===== config.mk =====
export PLATFORM = sky130hd
export DESIGN_NAME = acc_conv_cfg
export DESIGN_NICKNAME = d
export VERILOG_FILES = /design/src/core/acc_conv_cfg.v /design/src/core/acc_clk_div.v
export VERILOG_INCLUDE_DIRS = /design/src /design/src/core
export SDC_FILE = /design/constraint.sdc
export NUM_CORES = 1
export LEC_CHECK = 0
export ABC_CLOCK_PERIOD_IN_PS = 13800
export BUFFER_PORTS_ARGS = -buffer_cell sky130_fd_sc_hd__buf_4
export CAP_MARGIN = 25
export CORE_MARGIN = 4
export CORE_UTILIZATION = 45
export DETAILED_ROUTE_END_ITERATION = 10
export SYNTH_ARGS = -nofsm -noshare
export SYNTH_HDL_FRONTEND = slang
export SYNTH_SLANG_ARGS = --single-unit

===== constraint.sdc =====
create_clock -name ref_clk_in -period 13.8 [get_ports ref_clk_in]
set_clock_uncertainty 0.05 [all_clocks]
set_input_delay 1.38 -clock ref_clk_in [delete_from_list [all_inputs] [get_ports ref_clk_in]]
set_output_delay 1.38 -clock ref_clk_in [all_outputs]
set_load 0.02 [all_outputs]

===== src/core/acc_defs.vh =====
// register offsets, field positions, reset values and timing figures
// for the adc conversion setup and ready pin / coefficient setup logic
`ifndef ACC_DEFS_VH
`define ACC_DEFS_VH

// register map (byte-wide registers on the two-wire slave's address space)
`define ACC_ADDR_CONV        8'h13
`define ACC_ADDR_PIN         8'h14
`define ACC_EEPROM_CONV      10'h005
`define ACC_EEPROM_PIN       10'h006

// adc_conversion_setup fields
`define ACC_CHOP_BIT         6
`define ACC_DIV_HI           5
`define ACC_DIV_LO           4
`define ACC_REJ_HI           3
`define ACC_REJ_LO           2
`define ACC_DEC_HI           1
`define ACC_DEC_LO           0
`define ACC_CONV_RESET       8'h00
`define ACC_CONV_MASK        8'h7F

// ready_pin_and_coef_setup fields
`define ACC_DIR_BIT          7
`define ACC_LVL_BIT          6
`define ACC_FUNC_HI          5
`define ACC_FUNC_LO          4
`define ACC_SWAP_BIT         0
`define ACC_PIN_RESET        8'h00
`define ACC_PIN_MASK         8'hF1

// ready pin function codes
`define ACC_FUNC_PUSHPULL    2'h0
`define ACC_FUNC_OPENDRAIN   2'h1
`define ACC_FUNC_GPIO        2'h2

// line rejection codes
`define ACC_REJ_BOTH         2'h0
`define ACC_REJ_50           2'h1
`define ACC_REJ_60           2'h2

// decimation ratios at the largest setting
`define ACC_DEC_50_MAX       10'd768
`define ACC_DEC_60_MAX       10'd640

// timing: nominal single and continuous conversion at ratio 768, chop off, in microseconds
`define ACC_SINGLE_US        16200
`define ACC_CONT_US          5000
`define ACC_CLK_MHZ          125

`endif


===== src/core/acc_conv_cfg.v =====
// adc conversion setup and ready pin / coefficient setup registers
// assumes a two-wire slave front end giving byte writes/reads on ref_clk_in
// Notes on behaviour
// chop enable set turns input chopping on and roughly doubles conversion time.
// the modulator runs at oscillator divided by 2, 4, 8 or 16 for codes 0 to 3.
// line rejection code picks 50/60 Hz, 50 Hz or 60 Hz filtering, code 3 reserved.
// decimation is 768/384/192/96 for rejection 0 or 1 and 640/320/160/80 for 2.
// conversion time scales with decimation: 16.2 ms single, 5 ms continuous at maximum.
// in general-purpose mode the direction bit makes the ready pin input (0) or output (1).
// the level bit reads the sampled pin as input and holds the driven level as output.
// pin function picks push-pull ready, open-drain ready, general-purpose, or reserved.
// swap bit 0 sends main coefficients to amplifier results, 1 exchanges the sets.
// conversion setup sits at address 0x13 with its image at eeprom word 0x005.
// the host must not write reserved rejection or pin function codes.
`timescale 1ns/1ps
`include "acc_defs.vh"
module acc_conv_cfg
#(
    parameter SINGLE_CYCLES = (`ACC_SINGLE_US * `ACC_CLK_MHZ),
    parameter CONT_CYCLES   = (`ACC_CONT_US * `ACC_CLK_MHZ)
)
(
    input  wire        ref_clk_in,
    input  wire        nrst_in,
    input  wire        reg_wr_in,
    input  wire        reg_rd_in,
    input  wire [7:0]  reg_addr_in,
    input  wire [7:0]  reg_wdata_in,
    output reg  [7:0]  reg_rdata_out,
    output reg         reg_ack_out,
    output wire [9:0]  reg_eeprom_addr_out,
    input  wire        osc_in,
    input  wire        ready_status_in,
    input  wire        continuous_in,
    input  wire        ready_pin_in,
    output reg         ready_pin_out,
    output reg         ready_pin_oe_out,
    output wire        mod_tick_out,
    output reg         chop_enable_out,
    output reg  [1:0]  line_reject_select_out,
    output reg  [9:0]  decimation_ratio_out,
    output reg  [23:0] conv_time_cycles_out,
    output reg         amp_uses_aux_coef_out,
    output reg         aux_uses_aux_coef_out
);

reg  [7:0]  adc_conversion_setup;
reg  [7:0]  ready_pin_and_coef_setup;
reg         osc_meta;
reg         osc_sync;
reg         osc_prev;
reg         pin_meta;
reg         pin_sync;
reg  [9:0]  next_ratio;
reg  [23:0] next_time;
wire [1:0]  pin_func;
wire        pin_dir;
wire        pin_lvl;
wire        osc_tick;
wire        hit_conv;
wire        hit_pin;

// decimation per rejection/oversampling combination; reserved gives 0
function [9:0] acc_ratio;
    input [1:0] line_reject_select;
    input [1:0] dec;
    begin
        case (line_reject_select)
            `ACC_REJ_BOTH, `ACC_REJ_50: acc_ratio = `ACC_DEC_50_MAX >> dec;
            `ACC_REJ_60:                acc_ratio = `ACC_DEC_60_MAX >> dec;
            default:                    acc_ratio = 10'd0;
        endcase
    end
endfunction

// conversion cycles from base count, scaled by ratio and doubled with chop
function [23:0] acc_time;
    input [31:0] base;
    input [9:0]  ratio;
    input        chop;
    reg   [41:0] prod;
    begin
        prod     = base * ratio / 32'd768;
        acc_time = chop ? prod[22:0] << 1 : prod[23:0];
    end
endfunction

// ===========================================================
// synchronisers for pin-side inputs
always @(posedge ref_clk_in or negedge nrst_in)
begin
    if (!nrst_in)
    begin
        osc_meta <= 1'b0;
        osc_sync <= 1'b0;
        osc_prev <= 1'b0;
        pin_meta <= 1'b0;
        pin_sync <= 1'b0;
    end
    else
    begin
        osc_meta <= osc_in;
        osc_sync <= osc_meta;
        osc_prev <= osc_sync;
        pin_meta <= ready_pin_in;
        pin_sync <= pin_meta;
    end
end

assign osc_tick = osc_sync & ~osc_prev;

// ===========================================================
// register access
assign hit_conv = (reg_addr_in == `ACC_ADDR_CONV);
assign hit_pin  = (reg_addr_in == `ACC_ADDR_PIN);
assign reg_eeprom_addr_out = hit_pin ? `ACC_EEPROM_PIN : `ACC_EEPROM_CONV;

assign pin_func = ready_pin_and_coef_setup[`ACC_FUNC_HI:`ACC_FUNC_LO];
assign pin_dir  = ready_pin_and_coef_setup[`ACC_DIR_BIT];
assign pin_lvl  = ready_pin_and_coef_setup[`ACC_LVL_BIT];

// writes store only defined bits; reserved codes are stored as written,
// the host is trusted not to send them
always @(posedge ref_clk_in or negedge nrst_in)
begin
    if (!nrst_in)
    begin
        adc_conversion_setup     <= `ACC_CONV_RESET;
        ready_pin_and_coef_setup <= `ACC_PIN_RESET;
        reg_ack_out              <= 1'b0;
        reg_rdata_out            <= 8'h00;
    end
    else
    begin
        reg_ack_out <= reg_wr_in | reg_rd_in;
        if (reg_wr_in && hit_conv)
            adc_conversion_setup <= reg_wdata_in & `ACC_CONV_MASK;
        if (reg_wr_in && hit_pin)
        begin
            ready_pin_and_coef_setup <= reg_wdata_in & `ACC_PIN_MASK;
            // a write that selects gpio input keeps the sampled level: pin update wins
            if (reg_wdata_in[`ACC_FUNC_HI:`ACC_FUNC_LO] == `ACC_FUNC_GPIO &&
                !reg_wdata_in[`ACC_DIR_BIT])
                ready_pin_and_coef_setup[`ACC_LVL_BIT] <= pin_sync;
        end
        else if (pin_func == `ACC_FUNC_GPIO && !pin_dir)
            ready_pin_and_coef_setup[`ACC_LVL_BIT] <= pin_sync;
        if (reg_rd_in)
        begin
            if (hit_conv)
                reg_rdata_out <= adc_conversion_setup;
            else if (hit_pin)
                reg_rdata_out <= ready_pin_and_coef_setup;
            else
                reg_rdata_out <= 8'h00;
        end
    end
end

// ===========================================================
// decoded configuration
always @*
begin
    next_ratio = acc_ratio(adc_conversion_setup[`ACC_REJ_HI:`ACC_REJ_LO],
                           adc_conversion_setup[`ACC_DEC_HI:`ACC_DEC_LO]);
    next_time  = acc_time(continuous_in ? CONT_CYCLES : SINGLE_CYCLES, next_ratio,
                          adc_conversion_setup[`ACC_CHOP_BIT]);
end

// outputs registered so downstream sees a clean change one cycle after write
always @(posedge ref_clk_in or negedge nrst_in)
begin
    if (!nrst_in)
    begin
        chop_enable_out        <= 1'b0;
        line_reject_select_out <= 2'h0;
        decimation_ratio_out   <= 10'd0;
        conv_time_cycles_out   <= 24'h000000;
        amp_uses_aux_coef_out  <= 1'b0;
        aux_uses_aux_coef_out  <= 1'b1;
    end
    else
    begin
        chop_enable_out        <= adc_conversion_setup[`ACC_CHOP_BIT];
        line_reject_select_out <= adc_conversion_setup[`ACC_REJ_HI:`ACC_REJ_LO];
        decimation_ratio_out   <= next_ratio;
        conv_time_cycles_out   <= next_time;
        amp_uses_aux_coef_out  <= ready_pin_and_coef_setup[`ACC_SWAP_BIT];
        aux_uses_aux_coef_out  <= ~ready_pin_and_coef_setup[`ACC_SWAP_BIT];
    end
end

// ===========================================================
// ready pin driver; reserved function releases the pin as a safe choice
always @(posedge ref_clk_in or negedge nrst_in)
begin
    if (!nrst_in)
    begin
        ready_pin_out    <= 1'b0;
        ready_pin_oe_out <= 1'b0;
    end
    else
    begin
        case (pin_func)
            `ACC_FUNC_PUSHPULL:
            begin
                ready_pin_out    <= ready_status_in;
                ready_pin_oe_out <= 1'b1;
            end
            `ACC_FUNC_OPENDRAIN:
            begin
                ready_pin_out    <= 1'b0;
                ready_pin_oe_out <= ~ready_status_in;
            end
            `ACC_FUNC_GPIO:
            begin
                ready_pin_out    <= pin_lvl;
                ready_pin_oe_out <= pin_dir;
            end
            default:
            begin
                ready_pin_out    <= 1'b0;
                ready_pin_oe_out <= 1'b0;
            end
        endcase
    end
end

// ===========================================================
// modulator clock divider
acc_clk_div u_div
(
    .ref_clk_in   (ref_clk_in),
    .nrst_in      (nrst_in),
    .osc_tick_in  (osc_tick),
    .div_code_in  (adc_conversion_setup[`ACC_DIV_HI:`ACC_DIV_LO]),
    .mod_tick_out (mod_tick_out)
);

endmodule


===== src/core/acc_clk_div.v =====
// modulator clock enable generator: divides the oscillator by 2,4,8,16
// assumes the oscillator is already sampled into the ref_clk_in domain
`timescale 1ns/1ps
module acc_clk_div
(
    input  wire       ref_clk_in,
    input  wire       nrst_in,
    input  wire       osc_tick_in,
    input  wire [1:0] div_code_in,
    output reg        mod_tick_out
);

reg  [3:0] div_cnt;
wire [3:0] div_last;

// terminal count per code: 2^(code+1) oscillator ticks
assign div_last = (4'h2 << div_code_in) - 4'h1;

// ===========================================================
// divider
// counter restarts when it reaches or passes the terminal value, so a code change
// never stalls the divider for a full wrap of 16
always @(posedge ref_clk_in or negedge nrst_in)
begin
    if (!nrst_in)
    begin
        div_cnt      <= 4'h0;
        mod_tick_out <= 1'b0;
    end
    else
    begin
        mod_tick_out <= 1'b0;
        if (osc_tick_in)
        begin
            if (div_cnt >= div_last)
            begin
                div_cnt      <= 4'h0;
                mod_tick_out <= 1'b1;
            end
            else
                div_cnt <= div_cnt + 4'h1;
        end
    end
end

endmodule


* Word level (Yosys, flattened, before mapping)
Index checks and enable logic that the tools add are counted.
** Storage, ports and cells
- Output and inout port bits :: 61
- Register bits :: 72
- Bits of input ports :: 24
** Cells by class
- Order comparisons :: 1
- Reduce and logical (&&, ||, !) cells :: 10
- Divide/modulo/power cells :: 1
- Shift-type cells :: 3
- Multipliers :: 1
- $add $sub $neg :: 2
- Equality and inequality tests :: 7
- Muxes and demuxes :: 14
- Bitwise gates (word level) :: 5
** Operators by type and width (count)
- $div 42x10->42 const B :: 1
- $mul 21x10->31 :: 1
- $mux 24 :: 1
- $mux 21 :: 1
- $pmux 10 s2 :: 1
- $shr 10x2->10 const A :: 2
- $eq 8x5->1 const B :: 2
- $mux 8 :: 2
- $eq 2x2->1 const B :: 3
- $mux 1 :: 5
- $add 4x1->4 const B :: 1
- $eq 2x1->1 const B :: 2
- $ge 4x4->1 :: 1
- $logic_and 1x1->1 :: 4
- $logic_not 2->1 :: 2
- $mux 4 :: 1
- $shl 2x2->4 const A :: 1
- $sub 4x1->4 const B :: 1
- $not 1->1 :: 3
- $pmux 1 s3 :: 1
- $logic_not 1->1 :: 2
- $mux 2 :: 1
- $pmux 1 s2 :: 1
- $reduce_bool 2->1 :: 1
- other kinds (3) :: 3

* Logic depth before layout (Yosys ltp)
Gate-level depths: netlist of the first run.
- Depth after elaboration :: 6
- Depth in mapped cells :: 43
- Gate-level depth less buffers :: 37

* By module
A second synthesis of the first run with hierarchy kept.
** Unflattened totals
- Cell total of the unflattened synthesis :: 954
- Area total of the unflattened synthesis :: 7898.8 um^2
** Modules (own cells, without submodules)
- acc_conv_cfg :: cells an instance 924, times used 1, sequential area each 1552.7 um^2, area an instance 7587.3 um^2
- acc_clk_div :: cells an instance 30, times used 1, sequential area each 125.1 um^2, area an instance 311.5 um^2

* Worst setup path before layout of the first run
Ideal clock, no wire load.
- Path type :: input -> register
- Start point :: input port continuous_in
- End point :: register conv_time_cycles_out[1]
- Slack :: 3729 ps
- Data arrival time :: 9886 ps
- Data required time :: 13616 ps
- Cell stages on the path :: 38
- Setup time :: 134 ps
- Cells stage by stage :: nor4_1 -> o21ai_0 -> ha_1 -> or2_2 -> fa_1 -> inv_1 -> fa_1 -> inv_1 -> ha_1 -> ha_1 -> ha_1 -> buf_2 -> and4_1 -> a211oi_1 -> o21ai_1 -> a2111oi_1 -> or3_1 -> clkbuf_1 -> [2 not listed] -> a32oi_2 -> and2_4 -> buf_6 -> mux2i_1 -> a32o_2 -> or4_1 -> a21oi_2 -> a2111oi_4 -> nand3_1 -> o221ai_1 -> or3_1 -> buf_6 -> and2_4 -> buf_6 -> and3_4 -> a2111oi_2 -> o31a_1 -> mux2i_1
** On the way
- Longest elaborated chain between the ends :: 4
** Ends and longest elaborated chain
- start, declared :: line acc_conv_cfg.v:34 : input wire continuous_in,
- $mux 21 :: line acc_conv_cfg.v:166 : next_time = acc_time(continuous_in ? CONT_CYCLES : SINGLE_CYCLES, next_ratio,
- $mul 21x10->31 :: line acc_conv_cfg.v:83 : prod = base * ratio / 32'd768;
- $div 42x10->42 :: line acc_conv_cfg.v:83
- $mux 24 :: line acc_conv_cfg.v:84 : acc_time = chop ? prod[22:0] << 1 : prod[23:0];
- net next_time[1] :: line acc_conv_cfg.v:55 : reg [23:0] next_time;
- end signal, assigned :: line acc_conv_cfg.v:187 : conv_time_cycles_out <= next_time;
- end, declared :: line acc_conv_cfg.v:42 : output reg [23:0] conv_time_cycles_out,
The timed path passes the listed nets, and every way through them passes these cells.
A chain may end at the register's enable or synchronous reset.

* Worst setup path in the final report of the first run
- Start point :: register adc_conversion_setup[3]
- End point :: register conv_time_cycles_out[1]
** On the way
- Longest elaborated chain between the ends :: 6
** Ends and longest elaborated chain
- start, declared :: line acc_conv_cfg.v:47 : reg [7:0] adc_conversion_setup;
- start signal, assigned :: line acc_conv_cfg.v:128 : adc_conversion_setup <= `ACC_CONV_RESET;
- start signal, assigned :: line acc_conv_cfg.v:137 : adc_conversion_setup <= reg_wdata_in & `ACC_CONV_MASK;
- $eq 2x1->1 / $logic_not 2->1 (equally long branches) :: line acc_conv_cfg.v:68 : case (line_reject_select)
- $reduce_or 2->1 :: line acc_conv_cfg.v:68
- $pmux 10 s2 * :: line acc_conv_cfg.v:68
- net acc_time.ratio[5] :: line acc_conv_cfg.v:79 : input [9:0] ratio;
- $mul 21x10->31 * :: line acc_conv_cfg.v:83
- $div 42x10->42 * :: line acc_conv_cfg.v:83
- $mux 24 * :: line acc_conv_cfg.v:84
- net next_time[1] :: line acc_conv_cfg.v:55
The timed path passes the listed nets; every way through them passes the cells marked *.

==> flow_summary.toml, run 1 <==
[run_status]
status = "complete, no violations"

[timing]
slew_violations = 0
rsz0062_at_grt = "no"
tns_ns = 0
hold_violations = 0
fmax_mhz = 87.7
layout_min_cycle_time_ns = 11.40
worst_pin_slew_ns = 1.09
slew-limit-headroom_pct = 27.1
period_share_pct = 82.6
setup_viol = 0
whs_ns = 0.297

[logic_synthesis]
synth_seq_cells = 67
synth.distinct_cells = 95
seq_area_frac_synth_pct = 20.3
synth_area_leaders = "dfrtp_1 (20%), ha_1 (13%), fa_1 (9.7%), inv_1 (4.9%), nand2_1 (3.9%)"
netlist_area_um2 = 8280
yosysTopAreaCellShare_pct = 19.9
syn_avg_cell_area_um2 = 8.30
syn_inst = 997
synth-edff-count = 0
ys.flop_type = "dfrtp_1"
synth_area_leader_cell = "dfrtp_1"
synthArstFlopShare_pct = 100
yosysMostFrequentCell = "inv_1"
synthTopCellsByCount = "inv_1 (108), nand2_1 (85), ha_1 (84), nor2_1 (78), dfrtp_1 (66)"
ys.warnings.count = 0

[route]
antenna_left = 0
vias = 7269
routed_via_density = 5.70
wl_per_cell_um = 15.2
drt_pre_antenna_iters = 5
drc_errors = 0
first_iter_violations = 616
routed_wl_mm = 19.4

[worst_setup_path]
crit_path_start_kind = "register"
worstRegToRegCells = 36
cp_slowest_stage_delay_ns = 0.87
reg2reg_from = "adc_conversion_setup[3]$_DFFE_PN0P_"
crit_fanout = 18
cp-endpoint = "conv_time_cycles_out[1]$_DFF_PN0_"
crit_arrival_ns = 11.54
worstPathRequired_ns = 13.94
critPathBufInv = 4
reg2reg_setup_slack_ns = 2.40
r2r_end = "conv_time_cycles_out[1]$_DFF_PN0_"
end_kind = "register"
crit_slowest_cell = "xnor2_1"
crit_cells = 36
crit_family = "simple AND/OR/NAND/NOR gates"
crit_type = "register to register"
startpoint = "adc_conversion_setup[3]$_DFFE_PN0P_"

[global_routing]
grt-ovfl-total = 0
grt_usage_pct = 19.1
grt.met3_usage_pct = 2.50
use_met2_pct = 29.3
grt_pass1_wl_mm = 32.6
first_global_vias = 6531
grt_max_degree = 68
antenna_found_initial = 0
grt_use_met1_pct = 28.7
busiest_layer = "met2"

[layout]
seqCellArea_um2 = 1680
fillers = 1755
multi_input_area_um2 = 5910
area_growth_pct = 11.0
nets = 1190
layout-drive-gt1-share_pct = 14.2
antennaDiodeCount = 0

[die]
die-area_um2 = 20600
pin_count = 85
core_um2 = 18000
initial_utilization_pct = 45.9
num_rows = 49
die_h_um = 144
die_w_um = 144

[hold_path]
hold_class = "register to register"
min_path_cells = 0

[clock_tree]
cts_tree = "built"
clk_latency_ns = 0.34
clock-root-buffer = "clkbuf_16"
clockBufferDepth = 2
path_clk_slew_ns = 0.06
htree_levels = 3
holdBufCountCts = 0
cts_sinks = 67
cts_resized = 0
cts_buffers = 9
post_cts_buffers = 0

[placement]
port_buffers = 71
place_congestion = 0.909
hpwl_mm = 14.9

[run]
maxCapViolations = 0
==> worst register-to-register path: cells and delay by family (launching register included) <==
family,cells,cell delay (ns)
simple gates,14,3.72
fa+ha+maj,7,2.91
compound gates,9,2.65
xor+xnor,1,0.87
buf+inv,4,0.54
flops,1,0.44
mux,1,0.08
==> kinds of logic after synthesis <==
family / after synthesis / share of synthesized area (%)
AO/OA/AOI/OAI: 265 / 22.6
XOR/XNOR: 39 / 4.53
adder cells (fa/ha/maj): 125 / 22.5
buffers and inverters: 173 / 9.11
flip-flops: 67 / 20.3
multiplexers: 24 / 3.14
other: 2 / 0.0907
AND/OR/NAND/NOR: 302 / 17.8
==> cell usage in the layout (no fill, tap or decap), types with 10 or more instances in the layout <==
master	synthesis	final
conb_1	2	19
nand4_1	10	10
a221oi_1	11	11
nor3_1	20	20
xnor2_1	27	27
nand2b_1	14	14
a21oi_1	56	56
buf_4	16	81
ha_1	84	84
fa_1	40	40
a31oi_1	13	13
a22oi_1	10	10
o211ai_1	10	10
inv_1	108	108
o21ai_0	56	56
or3_1	15	15
a21o_1	13	13
mux2_2	13	13
mux2i_1	10	10
nand2_1	85	85
nor2_1	78	78
nand3_1	27	27
dfrtp_1	66	65
a211oi_1	11	11
==> layout make-up <==
type,instances,share of cell area [%]
clock buffer,9,2.45
multi-input combinational,774,64.3
sequential,67,18.3
clock inverter,7,0.817
tap,229,3.12
timing repair buffer,81,6.61
inverter,109,4.45
==> metal layers <==
metal / wire length (um) / up-vias
li1: - / 3606
met1: 9240 / 3427
met2: 9040 / 215
met3: 853 / 21
met4: 244 / 0
met5: 0 / -
==> sequential cells by signal, indices dropped and copies added, names as in the netlist <==
register and count:
pin_sync 1, reg_ack_out 1, osc_prev 1, aux_uses_aux_coef_out 1, reg_rdata_out 8, decimation_ratio_out 6, amp_uses_aux_coef_out 1, ready_pin_oe_out 1
conv_time_cycles_out 23, chop_enable_out 1, u_div.div_cnt 4, osc_meta 1, adc_conversion_setup 7, pin_meta 1, ready_pin_out 1, u_div.mod_tick_out 1
osc_sync 1, line_reject_select_out 2, ready_pin_and_coef_setup 5
==> per-stage QoR <==
step	instances	worst slack [ns]	util, %	area [um2]
2_1_floorplan	1014	3.73	-	8340
3_3_place_gp	1260	2.44	49.3	8890
3_5_place_dp	1260	2.30	49.3	8890
4_1_cts	1276	2.52	51.0	9190
5_1_grt	1276	1.39	51.0	9190
6_report	1276	2.40	51.0	9190
==> worst min path at each step <==
stage                             startpoint                  to  slack [ns]
final                     pin_meta$_DFF_PN0_  pin_sync$_DFF_PN0_        0.30
after global routing      pin_meta$_DFF_PN0_  pin_sync$_DFF_PN0_        0.31
after CTS                 pin_meta$_DFF_PN0_  pin_sync$_DFF_PN0_        0.30
after detailed placement  pin_meta$_DFF_PN0_  pin_sync$_DFF_PN0_        0.29
after global placement    pin_meta$_DFF_PN0_  pin_sync$_DFF_PN0_        0.28
after floorplan           osc_meta$_DFF_PN0_  osc_sync$_DFF_PN0_        0.28
Power of run 1 is not shown: default switching activity piles up to over one toggle a cycle in this logic, so the estimate is an artifact.
==> inputs of run 2 (changes only) <==
--- a/config.mk
+++ b/config.mk
@@ -6,12 +6,14 @@
 export SDC_FILE = /design/constraint.sdc
 export NUM_CORES = 1
 export LEC_CHECK = 0
-export ABC_CLOCK_PERIOD_IN_PS = 13800
+export ABC_AREA = 1
+export ABC_CLOCK_PERIOD_IN_PS = 9800
 export BUFFER_PORTS_ARGS = -buffer_cell sky130_fd_sc_hd__buf_4
 export CAP_MARGIN = 25
 export CORE_MARGIN = 4
 export CORE_UTILIZATION = 45
 export DETAILED_ROUTE_END_ITERATION = 10
+export PLACE_DENSITY = 0.67
 export SYNTH_ARGS = -nofsm -noshare
 export SYNTH_HDL_FRONTEND = slang
 export SYNTH_SLANG_ARGS = --single-unit
==> constraint.sdc (replaced) <==
create_clock -name ref_clk_in -period 9.8 [get_ports ref_clk_in]
set_clock_uncertainty 0.05 [all_clocks]
set_input_delay 0.98 -clock ref_clk_in [delete_from_list [all_inputs] [get_ports ref_clk_in]]
set_output_delay 0.98 -clock ref_clk_in [all_outputs]
set_load 0.02 [all_outputs]
==> run 2 against run 1 <==
Net effect:
- the run now ends with negative setup slack left
- non-clock buffer count up 30
- critical endpoint unchanged
- core utilization up 10 points
- die area down 18%
- register-to-register slack worse by 2.4 ns
- worst setup slack worse by 2.4 ns
- global-route usage down 1.5 points
- synthesized cell count down 13%
- sequential share of layout area up 0.45 points
- hold slack worse by 0.0025 ns
- highest routed layer unchanged
==> flow_summary.toml, run 2 <==
[run_status]
violations = "negative setup slack"
status = "finished, violations left"

[clock_tree]
clock-root-buffer = "clkbuf_16"
cts_sinks = 67
cts_tree = "built"
holdBufCountCts = 0
clk_latency_ns = 0.35
cts_buffers = 9
clockBufferDepth = 2
htree_levels = 3
path_clk_slew_ns = 0.07

[worst_setup_path]
cp_slowest_stage_delay_ns = 0.55
crit_fanout = 4
worstRegToRegCells = 71
crit_type = "register to register"
startpoint = "adc_conversion_setup[3]$_DFFE_PN0P_"
crit_cells = 71
reg2reg_setup_slack_ns = -0.03
critPathBufInv = 7
crit_family = "simple AND/OR/NAND/NOR gates"
crit_slowest_cell = "fa_1"
reg2reg_from = "adc_conversion_setup[3]$_DFFE_PN0P_"
crit_top_cell = "nand2_2"
crit_path_start_kind = "register"
crit_arrival_ns = 10.02
cp-endpoint = "conv_time_cycles_out[1]$_DFF_PN0_"
r2r_end = "conv_time_cycles_out[1]$_DFF_PN0_"
end_kind = "register"
worstPathRequired_ns = 9.99

[logic_synthesis]
synth_area_leader_cell = "dfrtp_1"
syn_inst = 869
synth_adder_area_share_pct = 27.6
ys.warnings.count = 0
netlist_area_um2 = 6710
yosysTopAreaCellShare_pct = 24.6
synthArstFlopShare_pct = 100
synth.mux.area_fraction_pct = 0.671
seq_area_frac_synth_pct = 25.0
ys.flop_type = "dfrtp_1"
synth-xor-area-share_pct = 2.20
synth.distinct_cells = 43
synth-simple-area-share_pct = 21.7
synth_seq_cells = 67
yosysMostFrequentCell = "nand2_1"
synth-edff-count = 0
synthTopCellsByCount = "nand2_1 (190), inv_1 (187), ha_1 (84), dfrtp_1 (66), nor2_1 (48)"
synth_top_family_by_area = "adder cells"
synth_compound_area_share_pct = 9.53
syn_avg_cell_area_um2 = 7.72
synth_area_leaders = "dfrtp_1 (25%), ha_1 (16%), fa_1 (12%), nand2_1 (11%), inv_1 (10%)"

[route]
vias = 5714
drc_errors = 0
drt_pre_antenna_iters = 4
routed_via_density = 4.87
routed_wl_mm = 15.8
antenna_left = 0
first_iter_violations = 220
wl_per_cell_um = 13.5

[timing]
rsz0062_at_grt = "yes"
layout_min_cycle_time_ns = 9.83
worst_pin_slew_ns = 0.842
fmax_mhz = 102
slew_violations = 0
setup_viol = 1
period_share_pct = 100
slew-limit-headroom_pct = 43.9
whs_ns = 0.294
hold_violations = 0
layout_setup_ws_ns = -0.0322

[global_routing]
grt_usage_pct = 17.6
antenna_found_initial = 0
grt_pass1_wl_mm = 24.3
first_global_vias = 5523
grt-ovfl-total = 0
grt_max_degree = 68

[die]
die_h_um = 130
core_um2 = 14600
die-area_um2 = 16900
initial_utilization_pct = 46.0
pin_count = 85
num_rows = 44
die_w_um = 130

[layout]
area_growth_pct = 33.6
most-common-layout-cells = "inv_1 (166), nand2_1 (157), buf_4 (108), dfrtp_1 (66), nand2_2 (57)"
largest_reg_flops = 23
final_common_cell = "inv_1"
nets = 1132
layout-drive-gt1-share_pct = 35.0
regMostFlops = "conv_time_cycles_out"
antennaDiodeCount = 0
top_regs = "conv_time_cycles_out x23, reg_rdata_out x8, adc_conversion_setup x7"

[run]
maxCapViolations = 0

[placement]
pre_cts_ws_ns = -0.174
hpwl_mm = 11.5
place_congestion = 0.888
port_buffers = 71

[hold_path]
hold_class = "register to register"
-- run 2: cell types whose count changed after synthesis, sizes merged, moves of 21 or more --
cell	before	now
inv	108	195
nand2	86	221
xnor2	29	8
clkbuf	36	9
a21oi	58	18
nor2	80	50
-- run 2: per-stage QoR --
| stage | utilization (%) | setup TNS [ns] | instance area, um2 | std cells |
|---|---|---|---|---|
| 2_1_floorplan | - | 0 | 6780 | 886 |
| 3_3_place_gp | 51.7 | -0.0370 | 7540 | 1137 |
| 3_5_place_dp | 51.7 | -0.344 | 7540 | 1137 |
| 4_1_cts | 54.2 | 0 | 7910 | 1154 |
| 5_1_grt | 61.4 | -2.45 | 8960 | 1173 |
| 6_report | 61.4 | -0.0322 | 8960 | 1173 |
-- run 2: worst register-to-register path: cells and delay by family, from the launching register on --
kind	cells	cell delay (ns)
and+or+nand+nor	41	3.93
adders and majority gates	7	2.36
AOI/OAI and AO/OA	16	2.42
DFF	1	0.36
buffers and inverters	7	0.58
-- run 2: final cells by class --
type / count / area (um2)
Fill cell: 1238 / 5620
Sequential cell: 67 / 1680
Tap cell: 184 / 230
Clock buffer: 10 / 239
Clock inverter: 6 / 113
Inverter: 197 / 743
Timing Repair Buffer: 111 / 845
Multi-Input combinational cell: 598 / 5120
-- run 2: worst min-delay path by stage --
stage / startpoint / to / slack, ns / cells past startpoint
floorplan: osc_meta$_DFF_PN0_ / osc_sync$_DFF_PN0_ / 0.28 / 0
global placement: osc_meta$_DFF_PN0_ / osc_sync$_DFF_PN0_ / 0.28 / 0
detailed placement: osc_meta$_DFF_PN0_ / osc_sync$_DFF_PN0_ / 0.29 / 0
CTS: osc_meta$_DFF_PN0_ / osc_sync$_DFF_PN0_ / 0.29 / 0
global route: osc_meta$_DFF_PN0_ / osc_sync$_DFF_PN0_ / 0.31 / 0
finish: osc_meta$_DFF_PN0_ / osc_sync$_DFF_PN0_ / 0.29 / 0
-- run 2: repair_timing --
action / in CTS / in global routing
buffers inserted: 1 / 19
pin swaps: 1 / 88
endpoints found under the setup margin: 2 / 7
gates resized for setup: 2 / 180
-- run 2: layer usage --
metal / vias up / routed length [um] / track usage (%)
met2: 108 / 8380 / 31.6
met3: 28 / 768 / 3.32
met4: 0 / 286 / 4.16
met5: - / 0 / 0
li1: 2901 / - / -
met1: 2677 / 6390 / 21.9
-- run 2: logic make-up (layout without fill, tap and decap cells) --
logic type      after synthesis  in the layout
xor+xnor                     16             16
compound gates              102            102
buf+inv                     221            324
simple gates                333            333
fa+ha+maj                   124            124
flops                        67             67
mux                           4              4
other cells                   2             19
Power of run 2 is left out for the same reason.
